<file path="src/spm_pkg.sv">
package spm_pkg;
    // ------------------------------------------------------------
    // word framing
    // ------------------------------------------------------------
    localparam int unsigned FULL_BITS = 20;
    localparam int unsigned HALF_BITS = 10;
    localparam logic [4:0]  FULL_LAST = 5'h13;
    localparam logic [4:0]  HALF_LAST = 5'h09;
    localparam logic [4:0]  FULL_MID  = 5'h0A;
    localparam logic [4:0]  HALF_MID  = 5'h05;
    // ------------------------------------------------------------
    // register map and reset values
    // ------------------------------------------------------------
    localparam logic [7:0]  OFS_CTRL  = 8'h00;
    localparam logic [7:0]  OFS_STAT  = 8'h04;
    localparam logic [7:0]  OFS_RXCNT = 8'h08;
    localparam logic        CODER_RST = 1'h0;
    localparam int unsigned CTRL_CODER = 0;
    localparam logic [1:0]  RESP_OKAY = 2'h0;
    localparam logic [1:0]  RESP_SLVERR = 2'h2;
    // ------------------------------------------------------------
    // 8b/10b tables, codes held abcdei / fghj with a in the msb
    // ------------------------------------------------------------
    localparam logic [5:0] CODE6 [32] = '{
        6'h27, 6'h1D, 6'h2D, 6'h31, 6'h35, 6'h29, 6'h19, 6'h38,
        6'h39, 6'h25, 6'h15, 6'h34, 6'h0D, 6'h2C, 6'h1C, 6'h17,
        6'h1B, 6'h23, 6'h13, 6'h32, 6'h0B, 6'h2A, 6'h1A, 6'h3A,
        6'h33, 6'h26, 6'h16, 6'h36, 6'h0E, 6'h2E, 6'h1E, 6'h2B};
    localparam logic [3:0] CODE4 [8] = '{
        4'hB, 4'h9, 4'h5, 4'hC, 4'hD, 4'hA, 4'h6, 4'hE};
    localparam logic [3:0] ALT7  = 4'h7;
    localparam logic [5:0] K28_6 = 6'h0F;
    localparam logic [4:0] K28_X = 5'h1C;
    localparam logic [6:0] COMMA_P = 7'h7C;
    localparam logic [6:0] COMMA_N = 7'h03;

    typedef struct packed {
        logic       k;
        logic [7:0] data;
    } spm_sym_t;

    // 6b code complemented under positive disparity
    function automatic logic spm_flip6(input logic [4:0] x);
        return ($countones(CODE6[x]) != 3) || (x == 5'h07);
    endfunction

    // 4b code complemented under positive disparity
    function automatic logic spm_flip4(input logic [2:0] y);
        return (y[1:0] == 2'h0) || (y == 3'h7) || (y == 3'h3);
    endfunction
endpackage

</file>
<file path="src/spm_enc.sv">
`timescale 1ns/1ns
module spm_enc (
    input  spm_pkg::spm_sym_t sym,
    input  wire logic         rd_in,
    output logic [9:0]        code,
    output logic              rd_out
);
    import spm_pkg::*;
    logic [4:0] x;
    logic [2:0] y;
    logic       k28;
    logic       alt;
    logic       rd_mid;
    logic [5:0] c6;
    logic [3:0] c4;

    // rd high means positive running disparity
    always_comb
    begin
        x = sym.data[4:0];
        y = sym.data[7:5];
        k28 = sym.k && (x == K28_X);
        c6 = k28 ? K28_6 : CODE6[x];
        if (rd_in && (k28 || spm_flip6(x)))
            c6 = ~c6;
        rd_mid = rd_in ^ (k28 || (spm_flip6(x) && x != 5'h07));
        // alternate x.7 avoids a run of five equal bits
        alt = (y == 3'h7) && (sym.k
            || (!rd_mid && (x == 5'h11 || x == 5'h12 || x == 5'h14))
            || (rd_mid && (x == 5'h0B || x == 5'h0D || x == 5'h0E)));
        c4 = alt ? ALT7 : CODE4[y];
        if (rd_mid && spm_flip4(y))
            c4 = ~c4;
        if (k28 && !rd_mid && !spm_flip4(y))
            c4 = ~c4;
        rd_out = rd_mid ^ ((y[1:0] == 2'h0) || (y == 3'h7));
        code = {c6, c4};
    end
endmodule // spm_enc

</file>
<file path="src/spm_dec.sv">
`timescale 1ns/1ns
module spm_dec (
    input  wire logic [9:0]   code,
    output spm_pkg::spm_sym_t sym
);
    import spm_pkg::*;
    logic [5:0] c6;
    logic [3:0] c4;
    logic [4:0] x;
    logic [2:0] y;
    logic       k28;
    logic       alt;

    // table search; an unmatched 6b or 4b part decodes to zero without a flag
    always_comb
    begin
        c6 = code[9:4];
        k28 = (c6 == K28_6) || (c6 == ~K28_6);
        c4 = (c6 == ~K28_6) ? ~code[3:0] : code[3:0];
        x = 5'h00;
        y = 3'h0;
        for (int i = 0; i < 32; i++)
            if (CODE6[i] == c6 || (spm_flip6(i[4:0]) && ~CODE6[i] == c6))
                x = i[4:0];
        if (k28)
            x = K28_X;
        for (int j = 0; j < 8; j++)
            if (CODE4[j] == c4 || (spm_flip4(j[2:0]) && ~CODE4[j] == c4))
                y = j[2:0];
        alt = (c4 == ALT7) || (c4 == ~ALT7);
        if (alt)
            y = 3'h7;
        sym.k = k28 || (alt && (x == 5'h17 || x == 5'h1B
            || x == 5'h1D || x == 5'h1E));
        sym.data = {y, x};
    end
endmodule // spm_dec

</file>
<file path="src/spm_top.sv">
`timescale 1ns/1ns
// Summary of operation
// - transmit word registered on rising edge
// - full rate takes all 20 bits, 18 when coded
// - half rate takes lower half, low byte and bit 16 when coded
// - bypass sends raw 20 or 10 bits
// - coded bytes in 0-7/8-15, K in 16/17
// - coded: two bytes full, one byte half
// - low byte first, lsb first
// - receive word stable at recovered clock rise
// - receive outputs high impedance during reset
// - half rate: lower receive half valid, K in 16 when coded
// - bypass returns raw coded receive words
// - decoded bytes, K status, 18/19 floating
// - decoded: two bytes full, one half
// - first byte low, first bit lsb
// - recovered clock is bit clock over 20/10
// - recovered clock held low in reset
// - transmit rate select high means full rate
// - receive rate select high means full rate
module spm_top (
    input  wire logic        core_clk,
    input  wire logic        reset,
    input  wire logic [7:0]  awaddr,
    input  wire logic [2:0]  awprot,
    input  wire logic        awvalid,
    output logic             awready,
    input  wire logic [31:0] wdata,
    input  wire logic [3:0]  wstrb,
    input  wire logic        wvalid,
    output logic             wready,
    output logic [1:0]       bresp,
    output logic             bvalid,
    input  wire logic        bready,
    input  wire logic [7:0]  araddr,
    input  wire logic [2:0]  arprot,
    input  wire logic        arvalid,
    output logic             arready,
    output logic [31:0]      rdata,
    output logic [1:0]       rresp,
    output logic             rvalid,
    input  wire logic        rready,
    input  wire logic [19:0] tx_data,
    input  wire logic        transmit_rate_select,
    output logic             tx_word_strobe,
    output logic             tx_serial_out,
    output logic             tx_serial_oe_n,
    input  wire logic        rx_serial_in,
    input  wire logic        receive_rate_select,
    output logic [19:0]      rx_data_out,
    output logic [19:0]      rx_data_oe_n,
    output logic             rx_par_clk
);
    import spm_pkg::*;

    // ------------------------------------------------------------
    // helpers
    // ------------------------------------------------------------
    // code words are held a-first in the msb, the wire wants a in bit 0
    function automatic logic [9:0] rev10(input logic [9:0] v);
        for (int i = 0; i < 10; i++)
            rev10[i] = v[9 - i];
    endfunction

    // 0 ctrl, 1 status, 2 word count, 3 unmapped
    function automatic logic [1:0] reg_sel(input logic [7:0] a);
        unique case (a)
            OFS_CTRL:  reg_sel = 2'h0;
            OFS_STAT:  reg_sel = 2'h1;
            OFS_RXCNT: reg_sel = 2'h2;
            default:   reg_sel = 2'h3;
        endcase
    endfunction

    // ------------------------------------------------------------
    // register bus
    // ------------------------------------------------------------
    logic        aw_hold_q;
    logic [7:0]  awaddr_q;
    logic        w_hold_q;
    logic [31:0] wdata_q;
    logic [3:0]  wstrb_q;
    logic        bvalid_q;
    logic [1:0]  bresp_q;
    logic        rvalid_q;
    logic [31:0] rdata_q;
    logic [1:0]  rresp_q;
    logic        coder_en_q;
    logic        do_write;
    logic [1:0]  wsel;
    logic [31:0] rd_mux;
    logic        tx_rd_q;
    logic        rx_aligned_q;
    logic [31:0] rx_count_q;
    logic        tx_full;
    logic        rx_full;

    // one write in flight; holds drop only when the write is done
    assign awready  = !aw_hold_q;
    assign wready   = !w_hold_q;
    assign arready  = !rvalid_q;
    assign bvalid   = bvalid_q;
    assign bresp    = bresp_q;
    assign rvalid   = rvalid_q;
    assign rdata    = rdata_q;
    assign rresp    = rresp_q;
    assign do_write = aw_hold_q && w_hold_q && !bvalid_q;
    assign wsel     = reg_sel(awaddr_q);

    // address and data channels taken in either order
    always_ff @(posedge core_clk or posedge reset)
    begin
        if (reset)
        begin
            aw_hold_q <= 1'b0;
            awaddr_q  <= 8'h00;
            w_hold_q  <= 1'b0;
            wdata_q   <= 32'h0000_0000;
            wstrb_q   <= 4'h0;
        end
        else
        begin
            if (awvalid && !aw_hold_q)
            begin
                aw_hold_q <= 1'b1;
                awaddr_q  <= awaddr;
            end
            else if (do_write)
                aw_hold_q <= 1'b0;
            if (wvalid && !w_hold_q)
            begin
                w_hold_q <= 1'b1;
                wdata_q  <= wdata;
                wstrb_q  <= wstrb;
            end
            else if (do_write)
                w_hold_q <= 1'b0;
        end
    end

    // write response; unmapped offsets answer slverr
    always_ff @(posedge core_clk or posedge reset)
    begin
        if (reset)
        begin
            bvalid_q <= 1'b0;
            bresp_q  <= RESP_OKAY;
        end
        else if (do_write)
        begin
            bvalid_q <= 1'b1;
            bresp_q  <= (wsel == 2'h3) ? RESP_SLVERR : RESP_OKAY;
        end
        else if (bready)
            bvalid_q <= 1'b0;
    end

    // coder enable steers both directions at once
    always_ff @(posedge core_clk or posedge reset)
    begin
        if (reset)
            coder_en_q <= CODER_RST;
        else if (do_write && wsel == 2'h0 && wstrb_q[0])
            coder_en_q <= wdata_q[CTRL_CODER];
    end

    // read data mux, status shows live rate pins and link state
    always_comb
    begin
        rd_mux = 32'h0000_0000;
        unique case (reg_sel(araddr))
            2'h0: rd_mux[CTRL_CODER] = coder_en_q;
            2'h1: rd_mux[3:0] = {rx_aligned_q, tx_rd_q, rx_full, tx_full};
            2'h2: rd_mux = rx_count_q;
            2'h3: rd_mux = 32'h0000_0000;
        endcase
    end

    // read channel, answer one cycle after the address is taken
    always_ff @(posedge core_clk or posedge reset)
    begin
        if (reset)
        begin
            rvalid_q <= 1'b0;
            rdata_q  <= 32'h0000_0000;
            rresp_q  <= RESP_OKAY;
        end
        else if (arvalid && !rvalid_q)
        begin
            rvalid_q <= 1'b1;
            rdata_q  <= rd_mux;
            rresp_q  <= (reg_sel(araddr) == 2'h3) ? RESP_SLVERR : RESP_OKAY;
        end
        else if (rready)
            rvalid_q <= 1'b0;
    end

    // ------------------------------------------------------------
    // transmit path
    // ------------------------------------------------------------
    logic [4:0]  tx_cnt_q;
    logic [4:0]  tx_last;
    logic [19:0] sh_q;
    logic [19:0] txw_d;
    logic        tx_oe_n_q;
    logic [9:0]  code_lo;
    logic [9:0]  code_hi;
    logic        rd_lo;
    logic        rd_hi;
    spm_sym_t    tx_lo;
    spm_sym_t    tx_hi;

    // a floating pin reads high at the pad, so high is full rate
    assign tx_full = transmit_rate_select;
    assign tx_last = tx_full ? FULL_LAST : HALF_LAST;
    // ">=" keeps the word clean when the rate drops mid word
    assign tx_word_strobe = (tx_cnt_q >= tx_last);
    // bits 18 and 19 never reach the coder
    assign tx_lo = '{k: tx_data[16], data: tx_data[7:0]};
    assign tx_hi = '{k: tx_data[17], data: tx_data[15:8]};
    assign tx_serial_out  = sh_q[0];
    assign tx_serial_oe_n = tx_oe_n_q;

    spm_enc u_enc_lo (
        .sym    (tx_lo),
        .rd_in  (tx_rd_q),
        .code   (code_lo),
        .rd_out (rd_lo)
    );

    // high byte picks up the disparity the low byte left
    spm_enc u_enc_hi (
        .sym    (tx_hi),
        .rd_in  (rd_lo),
        .code   (code_hi),
        .rd_out (rd_hi)
    );

    // word to serialize, low byte in the low bits goes first
    always_comb
    begin
        if (coder_en_q)
            txw_d = tx_full ? {rev10(code_hi), rev10(code_lo)}
                            : {10'h000, rev10(code_lo)};
        else
            txw_d = tx_full ? tx_data
                            : {10'h000, tx_data[9:0]};
    end

    // word slot counter
    always_ff @(posedge core_clk or posedge reset)
    begin
        if (reset)
            tx_cnt_q <= 5'h00;
        else if (tx_word_strobe)
            tx_cnt_q <= 5'h00;
        else
            tx_cnt_q <= tx_cnt_q + 5'h01;
    end

    // latch at the strobe edge, then shift out lsb first
    always_ff @(posedge core_clk or posedge reset)
    begin
        if (reset)
            sh_q <= 20'h00000;
        else if (tx_word_strobe)
            sh_q <= txw_d;
        else
            sh_q <= {1'b0, sh_q[19:1]};
    end

    // running disparity and serial enable
    always_ff @(posedge core_clk or posedge reset)
    begin
        if (reset)
        begin
            tx_rd_q   <= 1'b0;
            tx_oe_n_q <= 1'b1;
        end
        else
        begin
            tx_oe_n_q <= 1'b0;
            if (tx_word_strobe && coder_en_q)
                tx_rd_q <= tx_full ? rd_hi : rd_lo;
        end
    end

    // ------------------------------------------------------------
    // receive path
    // ------------------------------------------------------------
    logic [19:0] sr_q;
    logic [19:0] sr_d;
    logic [4:0]  rx_cnt_q;
    logic [4:0]  rx_cnt_d;
    logic [4:0]  rx_last;
    logic [4:0]  rx_mid;
    logic [4:0]  eff_cnt;
    logic        comma;
    logic        realign;
    logic        rx_word_done;
    logic        rx_clk_q;
    logic [19:0] rxd_q;
    logic [19:0] rxd_d;
    logic [19:0] rx_oe_n_q;
    logic [9:0]  raw_lo;
    spm_sym_t    rx_lo;
    spm_sym_t    rx_hi;

    assign rx_full = receive_rate_select;
    assign rx_last = rx_full ? FULL_LAST : HALF_LAST;
    assign rx_mid  = rx_full ? FULL_MID : HALF_MID;
    // newest bit enters at the top, so the first bit ends in bit 0
    assign sr_d = {rx_serial_in, sr_q[19:1]};
    // comma only seen as abcdeif of the latest ten bits
    assign comma = coder_en_q
        && (sr_d[16:10] == COMMA_P || sr_d[16:10] == COMMA_N);
    // a high byte comma at full rate is already on the boundary
    assign realign = comma && rx_cnt_q != HALF_LAST && rx_cnt_q != rx_last;
    assign eff_cnt = realign ? HALF_LAST : rx_cnt_q;
    assign rx_word_done = (eff_cnt >= rx_last);
    assign rx_cnt_d = rx_word_done ? 5'h00 : eff_cnt + 5'h01;
    assign raw_lo = rx_full ? sr_d[9:0] : sr_d[19:10];
    assign rx_data_out  = rxd_q;
    assign rx_data_oe_n = rx_oe_n_q;
    assign rx_par_clk   = rx_clk_q;

    spm_dec u_dec_lo (
        .code (rev10(raw_lo)),
        .sym  (rx_lo)
    );

    spm_dec u_dec_hi (
        .code (rev10(sr_d[19:10])),
        .sym  (rx_hi)
    );

    // word assembly for each mode
    always_comb
    begin
        if (coder_en_q)
            rxd_d = rx_full ? {2'h0, rx_hi.k, rx_lo.k, rx_hi.data, rx_lo.data}
                            : {3'h0, rx_lo.k, 8'h00, rx_lo.data};
        else
            rxd_d = rx_full ? sr_d
                            : {10'h000, sr_d[19:10]};
    end

    // shift register and bit counter
    always_ff @(posedge core_clk or posedge reset)
    begin
        if (reset)
        begin
            sr_q     <= 20'h00000;
            rx_cnt_q <= 5'h00;
        end
        else
        begin
            sr_q     <= sr_d;
            rx_cnt_q <= rx_cnt_d;
        end
    end

    // clock low from word update to mid word, so data settles first
    always_ff @(posedge core_clk or posedge reset)
    begin
        if (reset)
            rx_clk_q <= 1'b0;
        else
            rx_clk_q <= (rx_cnt_d >= rx_mid);
    end

    // word register changes only while the clock is low
    always_ff @(posedge core_clk or posedge reset)
    begin
        if (reset)
            rxd_q <= 20'h00000;
        else if (rx_word_done)
            rxd_q <= rxd_d;
    end

    // pins float in reset; 18/19 float while decoding
    always_ff @(posedge core_clk or posedge reset)
    begin
        if (reset)
            rx_oe_n_q <= 20'hFFFFF;
        else
            rx_oe_n_q <= coder_en_q ? 20'hC0000 : 20'h00000;
    end

    // alignment flag and word count; comma set beats disable
    always_ff @(posedge core_clk or posedge reset)
    begin
        if (reset)
        begin
            rx_aligned_q <= 1'b0;
            rx_count_q   <= 32'h0000_0000;
        end
        else
        begin
            if (comma)
                rx_aligned_q <= 1'b1;
            else if (!coder_en_q)
                rx_aligned_q <= 1'b0;
            if (rx_word_done)
                rx_count_q <= rx_count_q + 32'h0000_0001;
        end
    end
endmodule // spm_top

</file>
<file path="config.mk">
export PLATFORM = sky130hd
export DESIGN_NAME = spm_top
export DESIGN_NICKNAME = d
export VERILOG_FILES = /design/src/spm_pkg.sv /design/src/spm_enc.sv /design/src/spm_dec.sv /design/src/spm_top.sv
export SDC_FILE = /design/constraint.sdc
export NUM_CORES = 1
export LEC_CHECK = 0
export BUFFER_PORTS_ARGS = -buffer_cell sky130_fd_sc_hd__clkbuf_2
export CAP_MARGIN = 10
export CORE_ASPECT_RATIO = 0.8
export CORE_MARGIN = 2
export CORE_UTILIZATION = 50
export CTS_BUF_LIST = sky130_fd_sc_hd__clkbuf_16
export CTS_CLUSTER_DIAMETER = 80
export DETAILED_ROUTE_END_ITERATION = 8
export MAX_ROUTING_LAYER = met4
export PLACE_DENSITY = 0.72
export SYNTH_ARGS = -nofsm -noshare
export SYNTH_HDL_FRONTEND = slang
export SYNTH_SLANG_ARGS = --single-unit
</file>
<file path="constraint.sdc">
create_clock -name core_clk -period 7.65 [get_ports core_clk]
set_input_delay 0.3825 -clock core_clk [delete_from_list [all_inputs] [get_ports core_clk]]
set_output_delay 0.3825 -clock core_clk [all_outputs]
set_load 0.005 [all_outputs]
</file>
==> results of run 1 <==
[registers in the layout, summed over array words and instances (netlist names), 2 cells and up]
register	cells
rdata	32
rx_data_out	20
sr_q	19
rx_count_q	32
rx_cnt_q	5
awaddr_q	8
sh_q	20
tx_cnt_q	5
rx_data_oe_n	2
[path summary, 6_finish.rpt]
| kind | cells after the start | start | end | slack (ns) |
|---|---|---|---|---|
| max | 14 | sr_q[14] | rx_par_clk | 2.62 |
| min | 2 | reset | bvalid | 0.11 |
| max reg2reg | 14 | sr_q[14] | rx_par_clk | 2.62 |
| min reg2reg | 0 | sr_q[8] | sr_q[7] | 0.36 |
| max in group asynchronous | 3 | reset | sh_q[13] | 6.21 |
| min in group core_clk | 2 | bready | bvalid | 0.12 |
[power by group]
group / internal, mW / switching, mW
registers: 1.00 / 0.143
logic: 0.431 / 0.604
clock network: 0.428 / 0.375
total: 1.86 / 1.12
[synth_stat cells, drive strengths merged (6+ instances only)]
cell type  number  share of area
and2           12         0.0074
nor2b          22          0.014
a211oi         10         0.0074
a21o            7         0.0052
nand4          29          0.018
buf            36          0.023
xnor2          42          0.036
nand2         174          0.064
a31oi          12         0.0080
a21oi          63          0.031
o2111ai         6         0.0052
mux2i          26          0.026
or3             6         0.0037
nand2b         12         0.0074
inv            42          0.015
a221oi          6         0.0052
nand3          27          0.013
nor3           19         0.0093
or3b            7         0.0060
ha             39          0.048
o22ai           8         0.0049
nand3b         12         0.0088
dfrtp         153           0.38
o31ai           9         0.0066
o21ai         118          0.058
nor2           71          0.026
nor3b           8         0.0059
mux2           18          0.020
clkbuf         55          0.020
a22oi          17          0.013
xor2           18          0.015
o21a            8         0.0059
and3           14         0.0091
[worst register-to-register path: cells and delay by family (launching register included)]
family	cells	cell delay, ns
compound gates	6	1.51
fa+ha+maj	2	0.55
buf+inv	1	0.41
flops	1	0.69
simple gates	5	1.76
[layout make-up]
class,count,area share
well taps,264,0.0291
multi-input cells,900,0.503
repair buffers,137,0.0619
inverters,44,0.0150
flip-flops and latches,155,0.342
clock buffers,17,0.0375
clock inverters,15,0.0118
[per-stage QoR]
| stage | setup slack (ns) | hold slack (ns) | std cells |
|---|---|---|---|
| global placement | 2.64 | 0.358 | 1500 |
| floorplan | 3.07 | 0.352 | 1190 |
| global route | 2.32 | 0.114 | 1532 |
| detailed placement | 2.44 | 0.360 | 1500 |
| finish | 2.62 | 0.113 | 1532 |
| CTS | 2.72 | 0.106 | 1532 |
[metal layers]
| layer | up-vias | track usage | routed length [um] |
|---|---|---|---|
| met5 | - | - | 0 |
| met4 | 0 | 0.0570 | 289 |
| met3 | 27 | 0.0448 | 1370 |
| met2 | 273 | 0.310 | 10100 |
| met1 | 4180 | 0.354 | 12300 |
| li1 | 4359 | - | - |
[kinds of logic after synthesis]
logic type,count (synthesis)
adder cells (fa/ha/maj),44
AO/OA/AOI/OAI,315
buffers and inverters,135
XOR/XNOR,60
AND/OR/NAND/NOR,433
flip-flops,155
other,1
multiplexers,45
==> impl_metrics.ini, run 1 <==
[outcome]
status = complete, no violations

[cts]
cts_made_buffers = 17
cts_hold_buf = 0
cts.clk_slew.worst_paths_ns = 0.07
postCtsSetupBuffers = 0
clk_latency_ns = 0.44
tritoncts = built
cts.sinks = 155
cts_resized = 0
cts.path.max_buffers = 2
htree_num_levels = 4
cts-root-buf = clkbuf_16

[floorplanning]
rows = 46
core_area_um2 = 19900
initial_core_util = 0.512
die_h_um = 132
die-area_um2 = 21500
die_x_um = 164
num_io_pins = 173

[detailed_routing]
wirelength_um = 24100
dr.pass1.iters = 5
route.vias.total = 8839
drt_iter0_markers = 772
drc_errors = 0
avgRoutedWirePerCell_um = 15.7
vias_per_cell = 5.77
ant_nets = 0

[final_layout]
seqCellArea_um2 = 3880
fillerInstances = 1840
final_design_area_no_fill_um2 = 11400
fin_nets = 1386
final_util = 0.570
antennaDiodeCount = 0
drive_gt1_frac = 0.166
syn2layout_area_growth_pct = 11.5
final_cell_mix = nand2_1, dfrtp_1, clkbuf_2, o21ai_0, nor2_1
mostFrequentLayoutCell = nand2_1
multi_input_area_um2 = 5710

[yosys]
synth-simple-area-share = 0.209
syn_avg_cell_area_um2 = 8.58
synth_top_family_by_area = simple AND/OR/NAND/NOR gates
synth_fa_ha_area_frac = 0.0567
ys.flop_type = dfrtp_1
async_reset_ff_frac = 1.00
synth.distinct_cells = 80
synthXorXnorAreaFrac = 0.0516
netlist_instances = 1188
ys_seq_area_frac = 0.381
synth-seq-cells = 155
syn_area_um2 = 10200
muxShareOfSynthArea = 0.0476
ys_warn_count = 0
synth_edf_count = 0
synth-compound-area-share = 0.194

[power_and_ir_drop]
finalPower_mw = 2.98
p_per_area_nw_per_um2 = 263
leakagePower_nw = 5.08
ir_worst_vdd_mv = 0.124

[critical_path]
crit_buf_inv = 1
crit_family = simple AND/OR/NAND/NOR gates
start_kind = register
worstPathCellList = nor4_1 -> nand4_1 -> a21oi_1 -> o21ai_0 -> and2_1 -> ha_1 -> o21ai_0 -> a31oi_1 -> or2_1 -> buf_4 -> nor2_1 -> ha_1 -> a21o_1 -> a211o_1
end_kind = register
cpMaxStageDelayCell = dfrtp_1
max_stage_delay_ns = 0.69
crit_fanout = 29
cp.required_ns = 7.96
critPathArrivalTime_ns = 5.34
critPathKind = reg -> reg

[placed_design]
place_area_um2 = 10800
place.gp.congestion = 0.908
port_buffers = 130
hpwl_um = 16700

[sta]
hold_viol_final = 0
slew_headroom = 0.300
fin_setup_tns_ns = 0
rsz0062_at_grt = false
min_period_over_period = 0.657
skew_ns = 0.0117
layout_min_cycle_time_ns = 5.03
clock.fmax_mhz = 199
setup_viol = 0
slew_violations = 0
tightest_slew_ns = 1.05

[global_route]
groute.usage.overall = 0.231
grt_first_pass_wirelength_um = 39500
grt_max_degree = 95
antenna_found_initial = 0
grt_pass1_vias = 7715
grt-ovfl-total = 0

[run]
drv_cap = 0

[hold_path]
hold_path.class = in -> async
Power figures use the tool's default switching activity.
==> run 2: changes to the inputs <==
--- a/config.mk
+++ b/config.mk
@@ -5,6 +5,7 @@
 export SDC_FILE = /design/constraint.sdc
 export NUM_CORES = 1
 export LEC_CHECK = 0
+export ABC_AREA = 1
 export BUFFER_PORTS_ARGS = -buffer_cell sky130_fd_sc_hd__clkbuf_2
 export CAP_MARGIN = 10
 export CORE_ASPECT_RATIO = 0.8
@@ -14,7 +15,7 @@
 export CTS_CLUSTER_DIAMETER = 80
 export DETAILED_ROUTE_END_ITERATION = 8
 export MAX_ROUTING_LAYER = met4
-export PLACE_DENSITY = 0.72
+export PLACE_DENSITY = 0.75
 export SYNTH_ARGS = -nofsm -noshare
 export SYNTH_HDL_FRONTEND = slang
 export SYNTH_SLANG_ARGS = --single-unit
==> constraint.sdc (replaced) <==
create_clock -name core_clk -period 4.27 [get_ports core_clk]
set_input_delay 0.2135 -clock core_clk [delete_from_list [all_inputs] [get_ports core_clk]]
set_output_delay 0.2135 -clock core_clk [all_outputs]
set_load 0.005 [all_outputs]
==> run 2 against run 1 <==
Net effect:
- critical path type is now in -> reg
- cell count is 14% higher
- combinational power is 81% higher
- die area is 0.97% higher
- largest cell class unchanged
- area after synthesis is 0.99% higher
- register-to-register slack worse by 2.0 ns
- sequential share of layout area is 1.1 points lower
- largest power group unchanged
==> impl_metrics.ini, run 2 <==
[global_route]
grt_max_degree = 156
grt_pass1_vias = 8550
antenna_found_initial = 0
grt_first_pass_wirelength_um = 40600
groute.usage.overall = 0.235
grt-ovfl-total = 0

[cts]
cts.clk_slew.worst_paths_ns = 0.06
cts.sinks = 155
clk_latency_ns = 0.44
cts_resized = 0
cts.path.max_buffers = 2
tritoncts = built
cts_made_buffers = 17
cts-root-buf = clkbuf_16
htree_num_levels = 4

[yosys]
ys_warn_count = 0
synth_area_leaders = dfrtp_1, nand2_1, inv_1
ys.flop_type = dfrtp_1
syn_avg_cell_area_um2 = 7.57
synth-seq-cells = 155
synth.distinct_cells = 61
yosysTopAreaCellShare = 0.372
async_reset_ff_frac = 1.00
synth_top_cell_by_area = dfrtp_1
ys_top_cells_by_count = nand2_1, inv_1, dfrtp_1
synth_edf_count = 0
netlist_instances = 1359
syn_area_um2 = 10300
ys_seq_area_frac = 0.377
yosysMostFrequentCell = nand2_1

[hold_path]
hold_path.class = in -> async

[sta]
clock.fmax_mhz = 265
skew_ns = 0.0115
setup_viol = 0
tightest_slew_ns = 0.991
fin_setup_tns_ns = 0
layout_min_cycle_time_ns = 3.78
min_period_over_period = 0.885
slew_violations = 0
rsz0062_at_grt = false
hold_viol_final = 0
slew_headroom = 0.337

[detailed_routing]
dr.pass1.iters = 8
ant_nets = 0
drt_iter0_markers = 714
vias_per_cell = 5.35
wirelength_um = 24300
drc_errors = 0
avgRoutedWirePerCell_um = 13.9
route.vias.total = 9324

[critical_path]
cpMostUsedCell = nand2_1
end_kind = register
critPathArrivalTime_ns = 4.09
critPathKind = in -> reg
cpMaxStageDelayCell = fa_1
max_stage_delay_ns = 0.46
cp.required_ns = 4.59
crit_fanout = 5
worst-r2r-cell-count = 24
start_kind = input pin

[final_layout]
drive_gt1_frac = 0.172
final_cell_mix = nand2_1, inv_1, dfrtp_1, nor2_1, clkbuf_2
mostFrequentLayoutCell = nand2_1
fin_nets = 1597
syn2layout_area_growth_pct = 13.9
final_util = 0.585
antennaDiodeCount = 0

[floorplanning]
initial_core_util = 0.514
die_x_um = 164
rows = 46
core_area_um2 = 20000
die_h_um = 132
die-area_um2 = 21800
num_io_pins = 173

[placed_design]
hpwl_um = 17800
port_buffers = 130
place.gp.congestion = 0.950

[power_and_ir_drop]
p_per_area_nw_per_um2 = 476
ir_worst_vdd_mv = 0.275
leakagePower_nw = 5.86

[run]
drv_cap = 0

[outcome]
status = complete, no violations
==> run 2: changes by cell type after synthesis, moves of 15 or more <==
cell | previous run | this run
nand2_2 | 0 | 15
nor2_1 | 71 | 134
nand3_1 | 27 | 50
nor2b_1 | 22 | 0
mux2i_1 | 26 | 1
xnor2_1 | 42 | 12
xor2_1 | 18 | 49
o22ai_1 | 8 | 23
clkbuf_1 | 55 | 19
inv_1 | 42 | 160
inv_2 | 0 | 15
o21ai_0 | 111 | 94
nand2_1 | 174 | 320
==> run 2: cells by family (layout without fill, tap and decap cells) <==
family	count (synthesis)	after routing	share of synthesized area
adders and majority gates	43	43	0.0552
xor gates and xnor gates	61	61	0.0519
other	1	3	0.000364
AOI/OAI and AO/OA	241	241	0.139
buffers and inverters	240	358	0.100
muxes	10	10	0.0108
DFF	155	155	0.377
and+or+nand+nor	608	608	0.265
==> run 2: through the flow <==
stage	hold slack (ns)	instance area [um^2]	setup slack [ns]	instances	power (mW)
after global placement	0.349	11000	0.174	1706	3.87
final	0.00155	11700	0.493	1743	5.59
after floorplan	0.245	10300	0.618	1361	3.41
after global routing	0.000143	11700	0.184	1743	5.99
after detailed placement	0.357	11000	0.0858	1706	3.93
after CTS	0.000344	11700	0.518	1743	5.63
==> run 2: final timing paths <==
| kind | start | end | slack, ns |
|---|---|---|---|
| worst max-delay path | tx_data[1] | sh_q[16] | 0.49 |
| worst min-delay path | reset | rx_par_clk | 0.002 |
| worst max register to register | sr_q[11] | rx_par_clk | 0.64 |
| worst min register to register | sr_q[9] | sr_q[8] | 0.38 |
| max in group asynchronous | reset | coder_en_q | 3.67 |
| min in group core_clk | awaddr[2] | awaddr_q[2] | 0.01 |
==> run 2: metal layers <==
| layer | vias up | routed length (um) | GRT usage |
|---|---|---|---|
| met1 | 4332 | 11600 | 0.326 |
| met3 | 38 | 1490 | 0.0506 |
| li1 | 4633 | - | - |
| met2 | 321 | 10800 | 0.352 |
| met5 | - | 0 | - |
| met4 | 0 | 408 | 0.0575 |
==> run 2: layout make-up <==
type	count	area, um^2
clock buffers	17	425
clock inverters	15	229
fillers	1839	8300
flip-flops and latches	155	3880
well taps	264	330
repair buffers	145	788
inverters	181	684
multi-input cells	966	5390
==> run 2: critical path: cells and delay by family <==
kind	cells	cell delay, ns
adders and majority gates	4	1.15
AOI/OAI and AO/OA	1	0.11
and+or+nand+nor	17	2.06
buffers and inverters	7	0.56
==> run 2: power by group <==
group	internal [mW]	switching, mW	leakage, nW	total, mW
clock network	1.01	0.678	0.325	1.68
logic	0.687	1.19	3.58	1.88
registers	1.82	0.198	1.95	2.02
total	3.52	2.07	5.86	5.59
==> run 2: timing repair <==
action / 4_1_cts / 5_1_grt
buffers inserted: 0 / 0
endpoints found under the hold margin: 5 / 0
hold buffers: 5 / 0
